### src/hw/wit_pkg.sv
// Constants shared by the watchdog/interval timer and its settle counter.
// Assumes an 8-bit peripheral register port with 32-bit byte addresses.
package wit_pkg;

   // ----------------------------------------
   // Register addresses
   // ----------------------------------------
   localparam logic [31:0] OSC_SETTLE_ADDR = 32'hFFFFF380;
   localparam logic [31:0] OVF_SELECT_ADDR = 32'hFFFFF382;
   localparam logic [31:0] WDT_MODE_ADDR = 32'hFFFFF384;

   // ----------------------------------------
   // Fields and reset values
   // ----------------------------------------
   localparam int RESTART_BIT = 7;
   localparam int MODE_SEL_BIT = 4;
   localparam logic [7:0] OSC_SETTLE_RST = 8'h04;
   localparam logic [7:0] OVF_SELECT_RST = 8'h00;
   localparam logic [7:0] WDT_MODE_RST = 8'h00;
   localparam logic [2:0] SETTLE_CODE_MAX = 3'h4;

   // ----------------------------------------
   // Timing
   // ----------------------------------------
   localparam int CNT_W = 22;
   localparam int PRESCALE_W = 10;
   localparam int SETTLE_W = 19;
   localparam logic [2:0] HIGHEST_RANK = 3'h0;

   // Overflow exponent of the main clock period per select code
   function automatic logic [4:0] ovf_exp(input logic [2:0] sel);
      logic [4:0] e;
      e = 5'h0E + {2'h0, sel};
      if (sel == 3'h7) begin
         e = 5'h16;
      end
      return e;
   endfunction

   // Settle exponent per code; prohibited codes never get stored
   function automatic logic [4:0] settle_exp(input logic [2:0] code);
      logic [4:0] e;
      e = 5'h0F + {2'h0, code};
      if (code == 3'h0) begin
         e = 5'h0E;
      end
      return e;
   endfunction

endpackage

### src/hw/wit_settle.sv
// Oscillation settle wait counter run after a STOP release.
// Assumes osc_running comes straight from the oscillator, outside the clock domain.
`timescale 1ns/10ps
`default_nettype none

module wit_settle (
   input wire logic core_clk, // Main clock
   input wire logic sys_rst, // Synchronous reset, high
   input wire logic stop_release, // One-cycle STOP release pulse
   input wire logic osc_running, // Oscillator started, asynchronous level
   input wire logic [2:0] settle_code, // Selected settle code
   input wire logic [4:0] exp_trim, // Exponent reduction for simulation
   output logic settle_busy, // Wait in progress
   output logic settle_done // One-cycle end of wait
);

   typedef enum logic [1:0] {
      WIT_ST_IDLE = 2'h0,
      WIT_ST_OSC = 2'h1,
      WIT_ST_COUNT = 2'h3
   } wit_settle_t;

   wit_settle_t state_r, state_nxt;
   logic osc_s1_r, osc_s2_r;
   logic [wit_pkg::SETTLE_W-1:0] cnt_r, cnt_nxt, last_cnt;
   logic busy_nxt, done_nxt;

   // ----------------------------------------
   // Oscillator synchroniser
   // ----------------------------------------
   always_ff @(posedge core_clk) begin
      if (sys_rst) begin
         osc_s1_r <= 1'b0;
         osc_s2_r <= 1'b0;
      end else begin
         osc_s1_r <= osc_running;
         osc_s2_r <= osc_s1_r;
      end
   end

   // ----------------------------------------
   // Wait sequence
   // ----------------------------------------
   always_comb begin
      last_cnt = wit_pkg::SETTLE_W'((20'h1 << (wit_pkg::settle_exp(settle_code) - exp_trim))
         - 20'h1);
      state_nxt = state_r;
      cnt_nxt = cnt_r;
      done_nxt = 1'b0;
      unique case (state_r)
         WIT_ST_IDLE: begin
            cnt_nxt = '0;
            if (stop_release) begin
               state_nxt = WIT_ST_OSC;
            end
         end
         WIT_ST_OSC: begin
            // Start-up time of the oscillator is not part of the wait
            if (osc_s2_r) begin // RULE16
               state_nxt = WIT_ST_COUNT;
            end
         end
         WIT_ST_COUNT: begin
            cnt_nxt = cnt_r + 1'b1;
            if (cnt_r == last_cnt) begin // RULE14
               state_nxt = WIT_ST_IDLE;
               done_nxt = 1'b1;
            end
         end
         default: begin
            state_nxt = WIT_ST_IDLE;
         end
      endcase
      busy_nxt = (state_nxt != WIT_ST_IDLE);
   end

   always_ff @(posedge core_clk) begin
      if (sys_rst) begin
         state_r <= WIT_ST_IDLE;
         cnt_r <= '0;
         settle_busy <= 1'b0;
         settle_done <= 1'b0;
      end else begin
         state_r <= state_nxt;
         cnt_r <= cnt_nxt;
         settle_busy <= busy_nxt;
         settle_done <= done_nxt;
      end
   end

   // ----------------------------------------
   // Checks
   // ----------------------------------------
   osc_wait_hold_a: assert property (@(posedge core_clk) disable iff (sys_rst) // RULE16
      (state_r == WIT_ST_OSC && !osc_s2_r) |=> (state_r == WIT_ST_OSC && cnt_r == '0))
      else $error("settle counted before oscillator start");

   settle_cover_c: cover property (@(posedge core_clk) disable iff (sys_rst) settle_done);

endmodule

`default_nettype wire

### src/hw/wit_timer.sv
// Watchdog / interval timer with oscillation settle select register.
// Assumes idle, stop and subclock flags come from logic on core_clk.
//
// Summary of operation
// [RULE1] Mode-select 1 runs loop watchdog; overflow raises the non-maskable request.
// [RULE2] Mode-select 0 runs interval timer; every interval raises an interrupt.
// [RULE3] Writing 1 to restart bit 7 starts, and later clears and restarts, counting.
// [RULE4] Restart bit is sticky; writing 0 ignored; only reset stops counting.
// [RULE5] Mode-select bit is sticky once set; only reset returns to interval mode.
// [RULE6] Watchdog timeout raises only the non-maskable request, never a reset.
// [RULE7] Low ten prescaler bits are not cleared, so first period may be shorter.
// [RULE8] Counter halts in IDLE and STOP, keeps counting in HALT.
// [RULE9] Software restarts the counter before entering IDLE or STOP.
// [RULE10] Counter suspends and holds its value while the CPU runs on subclock.
// [RULE11] Interval overflow raises maskable request under mask flag and priority field.
// [RULE12] Interval request defaults to the highest maskable priority.
// [RULE13] Overflow periods are 2^14 to 2^20 and 2^22 main clocks.
// [RULE14] Settle codes 0 to 4 select 2^14, 2^16 to 2^19 clocks.
// [RULE15] Settle register resets to 04H.
// [RULE16] Settle wait counts only after oscillation has started.
// [RULE17] Restart bit 0 leaves counting off; writing 1 clears and starts.
// [RULE18] Overflow select holds codes 0 to 7 ascending, reset 00H.
// [RULE19] Mode register resets 00H; restart bit 7, mode bit 4, others read 0.
// [RULE20] Each overflow pulses the request one cycle; counting wraps on.
// [RULE21] New overflow select takes effect at the next restart.
`timescale 1ns/10ps
`default_nettype none

module wit_timer #(
   parameter logic [4:0] EXP_TRIM = 5'h00 // Shortens all periods by 2^EXP_TRIM
) (
   input wire logic core_clk, // Main clock, 50 MHz
   input wire logic sys_rst, // Synchronous reset, high
   input wire logic [31:0] reg_addr, // Register byte address
   input wire logic reg_wr, // Write strobe
   input wire logic reg_rd, // Read strobe
   input wire logic [7:0] reg_wdata, // Write data
   output logic [7:0] reg_rdata, // Read data, one cycle after reg_rd
   input wire logic idle_mode, // CPU in IDLE
   input wire logic stop_mode, // CPU in software STOP
   input wire logic subclk_sel, // CPU runs from subclock
   input wire logic stop_release, // STOP release pulse
   input wire logic osc_running, // Oscillator started, asynchronous
   input wire logic interval_irq_mask, // Mask flag of interval request
   input wire logic [2:0] interval_irq_priority, // Priority field of interval request
   output logic loop_nmi_request, // Non-maskable watchdog request pulse
   output logic interval_irq_request, // Maskable interval request pulse
   output logic [2:0] interval_irq_level, // Priority given with the request
   output logic [2:0] interval_irq_rank, // Default rank among maskable sources
   output logic settle_busy, // Settle wait in progress
   output logic settle_done // Settle wait ended
);

   logic run_r, run_nxt, mode_r, mode_nxt;
   logic [2:0] ovf_sel_r, ovf_sel_nxt, sel_act_r, sel_act_nxt, settle_r, settle_nxt;
   logic [wit_pkg::CNT_W-1:0] cnt_r, cnt_nxt, ovf_mask;
   logic cnt_en, ovf, restart;
   logic nmi_nxt, irq_nxt;
   logic [7:0] rdata_nxt;
   logic [2:0] level_nxt;

   // ----------------------------------------
   // Register writes
   // ----------------------------------------
   always_comb begin
      restart = reg_wr && reg_addr == wit_pkg::WDT_MODE_ADDR
         && reg_wdata[wit_pkg::RESTART_BIT];
      run_nxt = run_r | restart; // RULE4
      mode_nxt = mode_r; // RULE5
      if (reg_wr && reg_addr == wit_pkg::WDT_MODE_ADDR && reg_wdata[wit_pkg::MODE_SEL_BIT]) begin
         mode_nxt = 1'b1;
      end
      ovf_sel_nxt = ovf_sel_r;
      if (reg_wr && reg_addr == wit_pkg::OVF_SELECT_ADDR) begin
         ovf_sel_nxt = reg_wdata[2:0]; // RULE18
      end
      // Latched copy avoids a period cut short by a mid-count reselect
      sel_act_nxt = restart ? ovf_sel_nxt : sel_act_r; // RULE21
      settle_nxt = settle_r;
      // Prohibited codes are dropped so the settle wait stays defined
      if (reg_wr && reg_addr == wit_pkg::OSC_SETTLE_ADDR
         && reg_wdata[2:0] <= wit_pkg::SETTLE_CODE_MAX) begin
         settle_nxt = reg_wdata[2:0]; // RULE14
      end
   end

   always_ff @(posedge core_clk) begin
      if (sys_rst) begin
         run_r <= wit_pkg::WDT_MODE_RST[wit_pkg::RESTART_BIT]; // RULE17
         mode_r <= wit_pkg::WDT_MODE_RST[wit_pkg::MODE_SEL_BIT]; // RULE19
         ovf_sel_r <= wit_pkg::OVF_SELECT_RST[2:0];
         sel_act_r <= wit_pkg::OVF_SELECT_RST[2:0];
         settle_r <= wit_pkg::OSC_SETTLE_RST[2:0]; // RULE15
      end else begin
         run_r <= run_nxt;
         mode_r <= mode_nxt;
         ovf_sel_r <= ovf_sel_nxt;
         sel_act_r <= sel_act_nxt;
         settle_r <= settle_nxt;
      end
   end

   // ----------------------------------------
   // Counter and overflow
   // ----------------------------------------
   always_comb begin
      cnt_en = run_r && !idle_mode && !stop_mode && !subclk_sel; // RULE8 RULE10
      ovf_mask = wit_pkg::CNT_W'((23'h1 << (wit_pkg::ovf_exp(sel_act_r) - EXP_TRIM)) - 23'h1);
      ovf = cnt_en && ((cnt_r & ovf_mask) == ovf_mask); // RULE13
      cnt_nxt = cnt_en ? cnt_r + 1'b1 : cnt_r; // RULE20
      if (restart) begin
         // Prescaler stages stay running, so the first period can be short
         cnt_nxt = {{(wit_pkg::CNT_W - wit_pkg::PRESCALE_W){1'b0}},
            cnt_nxt[wit_pkg::PRESCALE_W-1:0]}; // RULE3 RULE7
      end
      nmi_nxt = ovf && mode_r && !restart; // RULE1 RULE6
      irq_nxt = ovf && !mode_r && !restart && !interval_irq_mask; // RULE2 RULE11
      level_nxt = interval_irq_priority; // RULE11
   end

   always_ff @(posedge core_clk) begin
      if (sys_rst) begin
         cnt_r <= '0;
         loop_nmi_request <= 1'b0;
         interval_irq_request <= 1'b0;
         interval_irq_level <= 3'h0;
         interval_irq_rank <= wit_pkg::HIGHEST_RANK; // RULE12
      end else begin
         cnt_r <= cnt_nxt;
         loop_nmi_request <= nmi_nxt;
         interval_irq_request <= irq_nxt;
         interval_irq_level <= level_nxt;
         interval_irq_rank <= wit_pkg::HIGHEST_RANK;
      end
   end

   // ----------------------------------------
   // Register reads
   // ----------------------------------------
   always_comb begin
      rdata_nxt = 8'h00;
      if (reg_rd) begin
         unique case (reg_addr)
            wit_pkg::OSC_SETTLE_ADDR: rdata_nxt = {5'h00, settle_r};
            wit_pkg::OVF_SELECT_ADDR: rdata_nxt = {5'h00, ovf_sel_r};
            wit_pkg::WDT_MODE_ADDR: rdata_nxt = {run_r, 2'h0, mode_r, 4'h0}; // RULE19
            default: rdata_nxt = 8'h00;
         endcase
      end
   end

   always_ff @(posedge core_clk) begin
      if (sys_rst) begin
         reg_rdata <= 8'h00;
      end else begin
         reg_rdata <= rdata_nxt;
      end
   end

   // ----------------------------------------
   // Settle counter
   // ----------------------------------------
   wit_settle u_settle (
      .core_clk(core_clk),
      .sys_rst(sys_rst),
      .stop_release(stop_release),
      .osc_running(osc_running),
      .settle_code(settle_r),
      .exp_trim(EXP_TRIM),
      .settle_busy(settle_busy),
      .settle_done(settle_done)
   );

   // ----------------------------------------
   // Checks
   // ----------------------------------------
   nmi_wdt_only_a: assert property (@(posedge core_clk) disable iff (sys_rst) // RULE6
      loop_nmi_request |-> $past(mode_r) && !interval_irq_request)
      else $error("nmi outside watchdog mode");

   irq_interval_only_a: assert property (@(posedge core_clk) disable iff (sys_rst) // RULE2
      interval_irq_request |-> !$past(mode_r) && !$past(interval_irq_mask))
      else $error("interval request in wrong mode or masked");

   run_sticky_a: assert property (@(posedge core_clk) disable iff (sys_rst) // RULE4
      run_r |=> run_r)
      else $error("restart bit cleared by software");

   mode_sticky_a: assert property (@(posedge core_clk) disable iff (sys_rst) // RULE5
      mode_r |=> mode_r)
      else $error("mode bit cleared by software");

   restart_clear_a: assert property (@(posedge core_clk) disable iff (sys_rst) // RULE3
      restart |=> cnt_r[wit_pkg::CNT_W-1:wit_pkg::PRESCALE_W] == '0 && run_r)
      else $error("restart did not clear the count");

   standby_hold_a: assert property (@(posedge core_clk) disable iff (sys_rst) // RULE8
      (idle_mode || stop_mode || subclk_sel) && !restart |=> $stable(cnt_r))
      else $error("counter moved while halted");

   req_pulse_a: assert property (@(posedge core_clk) disable iff (sys_rst) // RULE20
      (loop_nmi_request || interval_irq_request) |=> !loop_nmi_request && !interval_irq_request)
      else $error("request longer than one cycle");

   settle_reset_a: assert property (@(posedge core_clk) // RULE15
      sys_rst |=> settle_r == wit_pkg::OSC_SETTLE_RST[2:0] && !run_r && !mode_r)
      else $error("wrong reset value");

   ovf_point_a: assert property (@(posedge core_clk) disable iff (sys_rst) // RULE13
      (loop_nmi_request || interval_irq_request) |-> (cnt_r & ovf_mask) == '0)
      else $error("overflow at wrong count");

   nmi_cover_c: cover property (@(posedge core_clk) disable iff (sys_rst) loop_nmi_request);
   irq_cover_c: cover property (@(posedge core_clk) disable iff (sys_rst) interval_irq_request);
   rerun_cover_c: cover property (@(posedge core_clk) disable iff (sys_rst) run_r && restart);

endmodule

`default_nettype wire

### config.mk
export PLATFORM = sky130hd
export DESIGN_NAME = wit_timer
export DESIGN_NICKNAME = d
export VERILOG_FILES = /design/src/hw/wit_pkg.sv /design/src/hw/wit_settle.sv /design/src/hw/wit_timer.sv
export SDC_FILE = /design/constraint.sdc
export NUM_CORES = 1
export LEC_CHECK = 0
export ABC_AREA = 1
export BUFFER_PORTS_ARGS = -buffer_cell sky130_fd_sc_hd__buf_4
export CAP_MARGIN = 20
export CORE_UTILIZATION = 55
export CTS_BUF_LIST = sky130_fd_sc_hd__clkbuf_2
export DETAILED_ROUTE_END_ITERATION = 8
export HOLD_SLACK_MARGIN = 0.1
export PLACE_DENSITY = 0.8
export SETUP_SLACK_MARGIN = 0.4
export SYNTH_ARGS = -nofsm -noshare
export SYNTH_HDL_FRONTEND = slang
export SYNTH_SLANG_ARGS = --single-unit
### constraint.sdc
create_clock -name core_clk -period 5.3 [get_ports core_clk]
set_input_delay 0.53 -clock core_clk [delete_from_list [all_inputs] [get_ports core_clk]]
set_output_delay 0.53 -clock core_clk [all_outputs]
set_load 0.02 [all_outputs]
==> results.sh, run 1 <==
export IMPL_status="complete, no violations"
export IMPL_die_y_um=91.8
export IMPL_synthArstFlopShare_pct=0
export IMPL_vias_per_cell=5.50
export IMPL_use_met3_pct=3.23
export IMPL_rsz0062_at_grt="no"
export IMPL_path_buf_inv=3
export IMPL_r2r_end="u_settle.settle_busy"
export IMPL_gp_congestion=0.929
export IMPL_netlist_instances=685
export IMPL_maxSlewViolCount=0
export IMPL_setup_viol=0
export IMPL_num_antenna_cells=0
export IMPL_postCtsSetupBuffers=0
export IMPL_areaGrowthSynthToFinish_pct=15.5
export IMPL_start_util_pct=57.0
export IMPL_timing_rr_start="settle_r[0]"
export IMPL_crit_top_cell="nand2_1"
export IMPL_synth_top_cells_by_area="dfxtp_1, nand2_1, nor2_1, inv_1, nand3_1"
export IMPL_tritoncts="done"
export IMPL_post_dp_cell_area_um2=4960
export IMPL_grt_use_met1_pct=34.1
export IMPL_cts_max_path_buffers=2
export IMPL_drcViolationCount=0
export IMPL_drt_iter0_markers=285
export IMPL_yosysTopAreaCell="dfxtp_1"
export IMPL_dp_hpwl_um=8860
export IMPL_fin_skew_ps=33.9
export IMPL_hold_viol_final=0
export IMPL_synth_cell_area_um2=4430
export IMPL_cts_root_buf="clkbuf_2"
export IMPL_htree_num_levels=3
export IMPL_synthFlopType="dfxtp_1"
export IMPL_row_count=32
export IMPL_dieArea_um2=8420
export IMPL_grt_pass1_vias=4333
export IMPL_wl_per_cell_um=13.1
export IMPL_endpoint_kind="flop"
export IMPL_fin_crit_ps=3710
export IMPL_drt_antenna_violating_nets=0
export IMPL_grt_first_pass_wirelength_um=19000
export IMPL_synth_edff_count=0
export IMPL_yosysTopAreaCellShare_pct=30.7
export IMPL_finalSetupTns_ps=0
export IMPL_antenna_found_initial=0
export IMPL_syn_avg_cell_area_um2=6.47
export IMPL_port_buffers=61
export IMPL_crit_cells=20
export IMPL_fin_util_pct=65.9
export IMPL_hp_start="interval_irq_priority[0]"
export IMPL_cts_resized=0
export IMPL_first_pass_iters=6
export IMPL_overflow=0
export IMPL_drt_wl_total_um=11300
export IMPL_tightest_slew_ps=664
export IMPL_path_clk_slew_ps=220
export IMPL_drive_gt1_share_pct=13.8
export IMPL_worstPathCellList="inv_2 -> ha_1 -> ha_1 -> inv_1 -> nor2_1 -> nand2_1 -> ha_1 -> inv_1 -> o21bai_1 -> nor2_1 -> nand2_1 -> nor2_1 -> nor2_1 -> nand2_1 -> nor2_1 -> nand4_1 -> o21bai_1 -> nand2_1 -> nand2_1 -> nand2_1"
export IMPL_critPathKind="flop to flop"
export IMPL_grt_max_degree=17
export IMPL_min_period_over_period_pct=70.0
export IMPL_final_cell_mix="nand2_1, nor2_1, inv_1"
export IMPL_top_usage_layer="met2"
export IMPL_synth_distinct_cells=42
export IMPL_grt_use_met2_pct=49.4
export IMPL_final_common_cell="nand2_1"
export IMPL_yosysSeqAreaShare_pct=30.7
export IMPL_cp_max_fo=9
export IMPL_crit_start="settle_r[0]"
export IMPL_ys_ff_latch=68
export IMPL_yosysWarningCount=0
export IMPL_grt_usage_pct=27.7
export IMPL_num_vias=4718
export IMPL_max_freq_ghz=0.269
export IMPL_critPathSlowestCell="dfxtp_1"
export IMPL_p_leak_nw=2.14
export IMPL_hold_class="input port to flop"
export IMPL_hold_buffers=0
export IMPL_design_area_um2=5120
export IMPL_cts_sinks=68
export IMPL_powerDensity_nw_per_um2=192
export IMPL_cp_endpoint="u_settle.settle_busy"
export IMPL_critPathLaunchType="flop"
export IMPL_pin_count=71
export IMPL_final_nets=821
export IMPL_rrSetupSlack_ps=1590
export IMPL_core_area_um2=7770
export IMPL_clk_latency_ps=540
export IMPL_maxCapViolations=0
export IMPL_cts_buffers_inserted=9
export IMPL_reg2reg_depth=20
export IMPL_arrival_ps=4160
export IMPL_cpLargestDelayFamily="simple AND/OR/NAND/NOR gates"
export IMPL_crit_required_ps=5750
export IMPL_slew_headroom_pct=55.7
export IMPL_slowest_delay_ps=500
export IMPL_ir_drop_mv=0.141
export IMPL_chipWidth_um=91.8
## worst min path at each step
stage                             to  cells after the start
5_1_grt            u_settle.osc_s1_r                      3
3_3_place_gp       u_settle.osc_s2_r                      2
3_5_place_dp       u_settle.osc_s2_r                      2
6_report       interval_irq_level[0]                      3
2_1_floorplan      u_settle.osc_s2_r                      2
4_1_cts        interval_irq_level[0]                      3
## layout make-up
type	count	area (µm²)
clock buffer	9	45.0
clock inverter	7	98.8
fill	716	2650
inverter	100	375
multi-input combinational	510	2640
sequential	68	1360
tap	102	128
timing repair buffer	62	465
## kinds of logic (layout without fill, tap and decap cells)
kind of cell	Yosys count	after routing	synth area share [%]
compound gates	101	101	13.1
xor+xnor	14	14	2.77
fa+ha+maj	17	17	4.80
buf+inv	112	178	10.1
flops	68	68	30.7
mux	3	3	0.678
other cells	1	6	0.0846
simple gates	369	369	37.8
## metrics by stage
step	setup WS, ps	power (mW)	hold WS (ps)	instances
2_1_floorplan	2340	0.574	388	690
3_3_place_gp	1800	0.613	391	841
3_5_place_dp	1740	0.616	402	841
4_1_cts	1700	0.989	171	857
5_1_grt	1340	1.02	163	858
6_report	1590	0.983	192	858
## worst register-to-register path: stages (launching register included)
cell      delay (ps)
dfxtp_1          500
inv_2            120
ha_1             230
ha_1             430
inv_1            160
nor2_1           330
nand2_1          140
ha_1             300
inv_1            100
o21bai_1         160
nor2_1           160
nand2_1          150
nor2_1            50
nor2_1           100
nand2_1           50
nor2_1            80
nand4_1          170
o21bai_1         190
nand2_1           60
nand2_1           80
nand2_1           60
## cells in the mapped netlist (all sizes together), types with 2 or more instances
cell / count
nand2: 136
nor2: 117
inv: 100
dfxtp: 68
nand3: 51
a21oi: 42
o21ai: 33
nor3: 28
nand4: 24
ha: 17
xor2: 11
buf: 9
nor4: 9
o21bai: 7
a211oi: 4
o211ai: 4
a22oi: 3
a31oi: 3
clkbuf: 3
mux2i: 3
xnor2: 3
nor3b: 2
o41ai: 2
## power breakdown
group / internal, mW / switching, mW
clock network: 0.159 / 0.216
logic: 0.0394 / 0.0453
registers: 0.518 / 0.00438
total: 0.717 / 0.266
## registers in the layout, indices dropped and copies added (netlist names)
register / cells
cnt_r: 22
u_settle.cnt_r: 19
reg_rdata: 5
interval_irq_level: 3
ovf_sel_r: 3
sel_act_r: 3
settle_r: 3
u_settle.state_r: 2
interval_irq_request: 1
loop_nmi_request: 1
mode_r: 1
run_r: 1
u_settle.osc_s1_r: 1
u_settle.osc_s2_r: 1
u_settle.settle_busy: 1
u_settle.settle_done: 1
## routing by layer
metal,routed length (µm),up-vias,part of all wire (%)
met2,5500,143,49
met4,227,0,2.0
met5,0,-,0
met3,543,22,4.8
li1,-,2393,-
met1,5000,2160,44
(Power assumes the default switching activity.)
==> run 2, diff against run 1 <==
- CORE_UTILIZATION: 55 -> 53
- clock period: 5.3 -> 3.3 ns (I/O delays scaled with it)
==> run 2 against run 1 <==
  * Via count up 3.3%
  * Non-clock buffer count up 29
  * Critical path depth unchanged
  * Final area up 9.0%
  * First-iteration DRC count up 26%
  * Hold slack worse by 52 ps
  * Global-route usage up 1.6 points
  * Clock skew up 1.5 ps
  * Fmax up 33%
  * Sequential share of layout area down 2.1 points
  * Setup slack worse by 1100 ps
  * Count of clock-buffer cells in the layout unchanged
  * Critical endpoint unchanged
==> results.sh, run 2 (synthesis results as in run 1) <==
export IMPL_fillers=650
export IMPL_areaGrowthSynthToFinish_pct=25.8
export IMPL_start_util_pct=56.2
export IMPL_chipWidth_um=93.4
export IMPL_drive_gt1_share_pct=18.5
export IMPL_final_common_cell="nand2_1"
export IMPL_grt_max_degree=17
export IMPL_maxCapViolations=0
export IMPL_max_freq_ghz=0.359
export IMPL_setup_viol=0
export IMPL_port_buffers=61
export IMPL_grt_pass1_vias=4732
export IMPL_largest_register_ffs=22
export IMPL_dieArea_um2=8730
export IMPL_tritoncts="done"
export IMPL_status="complete, no violations"
export IMPL_core_area_um2=7890
export IMPL_cp_max_fo=8
export IMPL_hold_class="input port to flop"
export IMPL_final_cell_mix="nand2_1, nor2_1, inv_1"
export IMPL_drcViolationCount=0
export IMPL_htree_num_levels=3
export IMPL_clk_latency_ps=500
export IMPL_slowest_delay_ps=380
export IMPL_critPathLaunchType="flop"
export IMPL_overflow=0
export IMPL_tightest_slew_ps=596
export IMPL_dp_hpwl_um=9060
export IMPL_cpLargestDelayFamily="simple AND/OR/NAND/NOR gates"
export IMPL_fin_crit_ps=2780
export IMPL_cts_buffers_inserted=9
export IMPL_path_buf_inv=3
export IMPL_worstPathCellList="inv_1 -> ha_4 -> ha_4 -> clkinv_8 -> nand2_8 -> nor2_8 -> nand2_2 -> ha_4 -> inv_2 -> o21bai_4 -> nor2_4 -> nand2_2 -> a21oi_2 -> nand2_1 -> nor2_1 -> nand4_1 -> o21bai_1 -> nand2_1 -> nand2_2 -> nand2_1"
export IMPL_first_pass_iters=5
export IMPL_p_leak_nw=2.30
export IMPL_path_clk_slew_ps=230
export IMPL_min_period_over_period_pct=84.4
export IMPL_final_nets=850
export IMPL_crit_required_ps=3720
export IMPL_drt_iter0_markers=358
export IMPL_rsz0062_at_grt="yes"
export IMPL_maxSlewViolCount=0
export IMPL_largestRegisters="cnt_r (22), u_settle.cnt_r (19), reg_rdata (5)"
export IMPL_cts_root_buf="clkbuf_2"
export IMPL_cts_sinks=68
export IMPL_fin_ws_ps=516
export IMPL_hold_viol_final=0
export IMPL_die_y_um=93.4
export IMPL_critPathSlowestCell="dfxtp_2"
export IMPL_antenna_found_initial=0
export IMPL_fin_util_pct=70.7
export IMPL_finalSetupTns_ps=0
export IMPL_ir_drop_mv=0.267
export IMPL_num_antenna_cells=0
export IMPL_slew_headroom_pct=60.0
export IMPL_critPathKind="flop to flop"
export IMPL_top_register="cnt_r"
export IMPL_grt_first_pass_wirelength_um=20400
export IMPL_vias_per_cell=5.49
export IMPL_drt_antenna_violating_nets=0
export IMPL_drt_wl_total_um=12200
export IMPL_place_ws_ps=132
export IMPL_endpoint_kind="flop"
export IMPL_gp_congestion=0.902
export IMPL_pin_count=71
export IMPL_powerDensity_nw_per_um2=296
export IMPL_arrival_ps=3210
export IMPL_num_vias=4873
export IMPL_grt_usage_pct=29.4
export IMPL_cts_max_path_buffers=2
export IMPL_row_count=32
export IMPL_fin_skew_ps=35.4
export IMPL_wl_per_cell_um=13.8
run 2: through the flow:
stage / std cells / cell area, µm² / hold slack, ps / total power [mW]
after floorplan: 690 / 4460 / 388 / 0.922
after global placement: 847 / 5020 / 393 / 0.989
after detailed placement: 847 / 5020 / 405 / 0.995
after CTS: 880 / 5400 / 108 / 1.66
after global routing: 887 / 5580 / 103 / 1.72
final: 887 / 5580 / 140 / 1.65
run 2: worst register-to-register path, cell delays in order, from the launching register on:
cell	delay (ps)
dfxtp_2	380
inv_1	100
ha_4	180
ha_4	180
clkinv_8	90
nand2_8	120
nor2_8	40
nand2_2	90
ha_4	140
inv_2	40
o21bai_4	180
nor2_4	160
nand2_2	100
a21oi_2	130
nand2_1	60
nor2_1	110
nand4_1	200
o21bai_1	200
nand2_1	80
nand2_2	60
nand2_1	50
run 2: area by class of cell:
class | instances | area (µm²) | area share (%)
Timing Repair Buffer | 91 | 718 | 12.9
Inverter | 100 | 398 | 7.14
Sequential cell | 68 | 1360 | 24.5
Clock inverter | 7 | 124 | 2.22
Multi-Input combinational cell | 510 | 2800 | 50.2
Clock buffer | 9 | 45.0 | 0.808
Tap cell | 102 | 128 | 2.29
run 2: layer usage:
metal | vias up | wire length, µm | share of wire (%) | global-route usage [%]
li1 | 2437 | - | - | -
met3 | 42 | 763 | 6.2 | 5.85
met5 | - | 0 | 0 | 0
met2 | 199 | 6010 | 49 | 51.0
met1 | 2195 | 5100 | 42 | 35.4
met4 | 0 | 354 | 2.9 | 11.7
run 2: power by group:
group / switching (mW) / internal, mW
clock: 0.322 / 0.332
sequential: 0.00804 / 0.832
combinational: 0.0792 / 0.0765
total: 0.409 / 1.24
run 2: worst paths after layout:
check                                       start                   end  slack, ps  depth (start not counted)
worst max-delay path                  settle_r[1]  u_settle.settle_busy        520                         20
worst min-delay path                 reg_wdata[7]                 run_r        140                          3
worst min register to register  u_settle.osc_s1_r     u_settle.osc_s2_r        430                          2
worst max register to register        settle_r[1]  u_settle.settle_busy        520                         20
run 2: timing repair:
item | 4_1_cts | 5_1_grt
buffers inserted | 4 | 6
setup endpoints to repair | 4 | 5
hold endpoints to repair | 10 | 2
pin swaps | 5 | 18
gates resized for setup | 14 | 28
hold buffers | 13 | 1
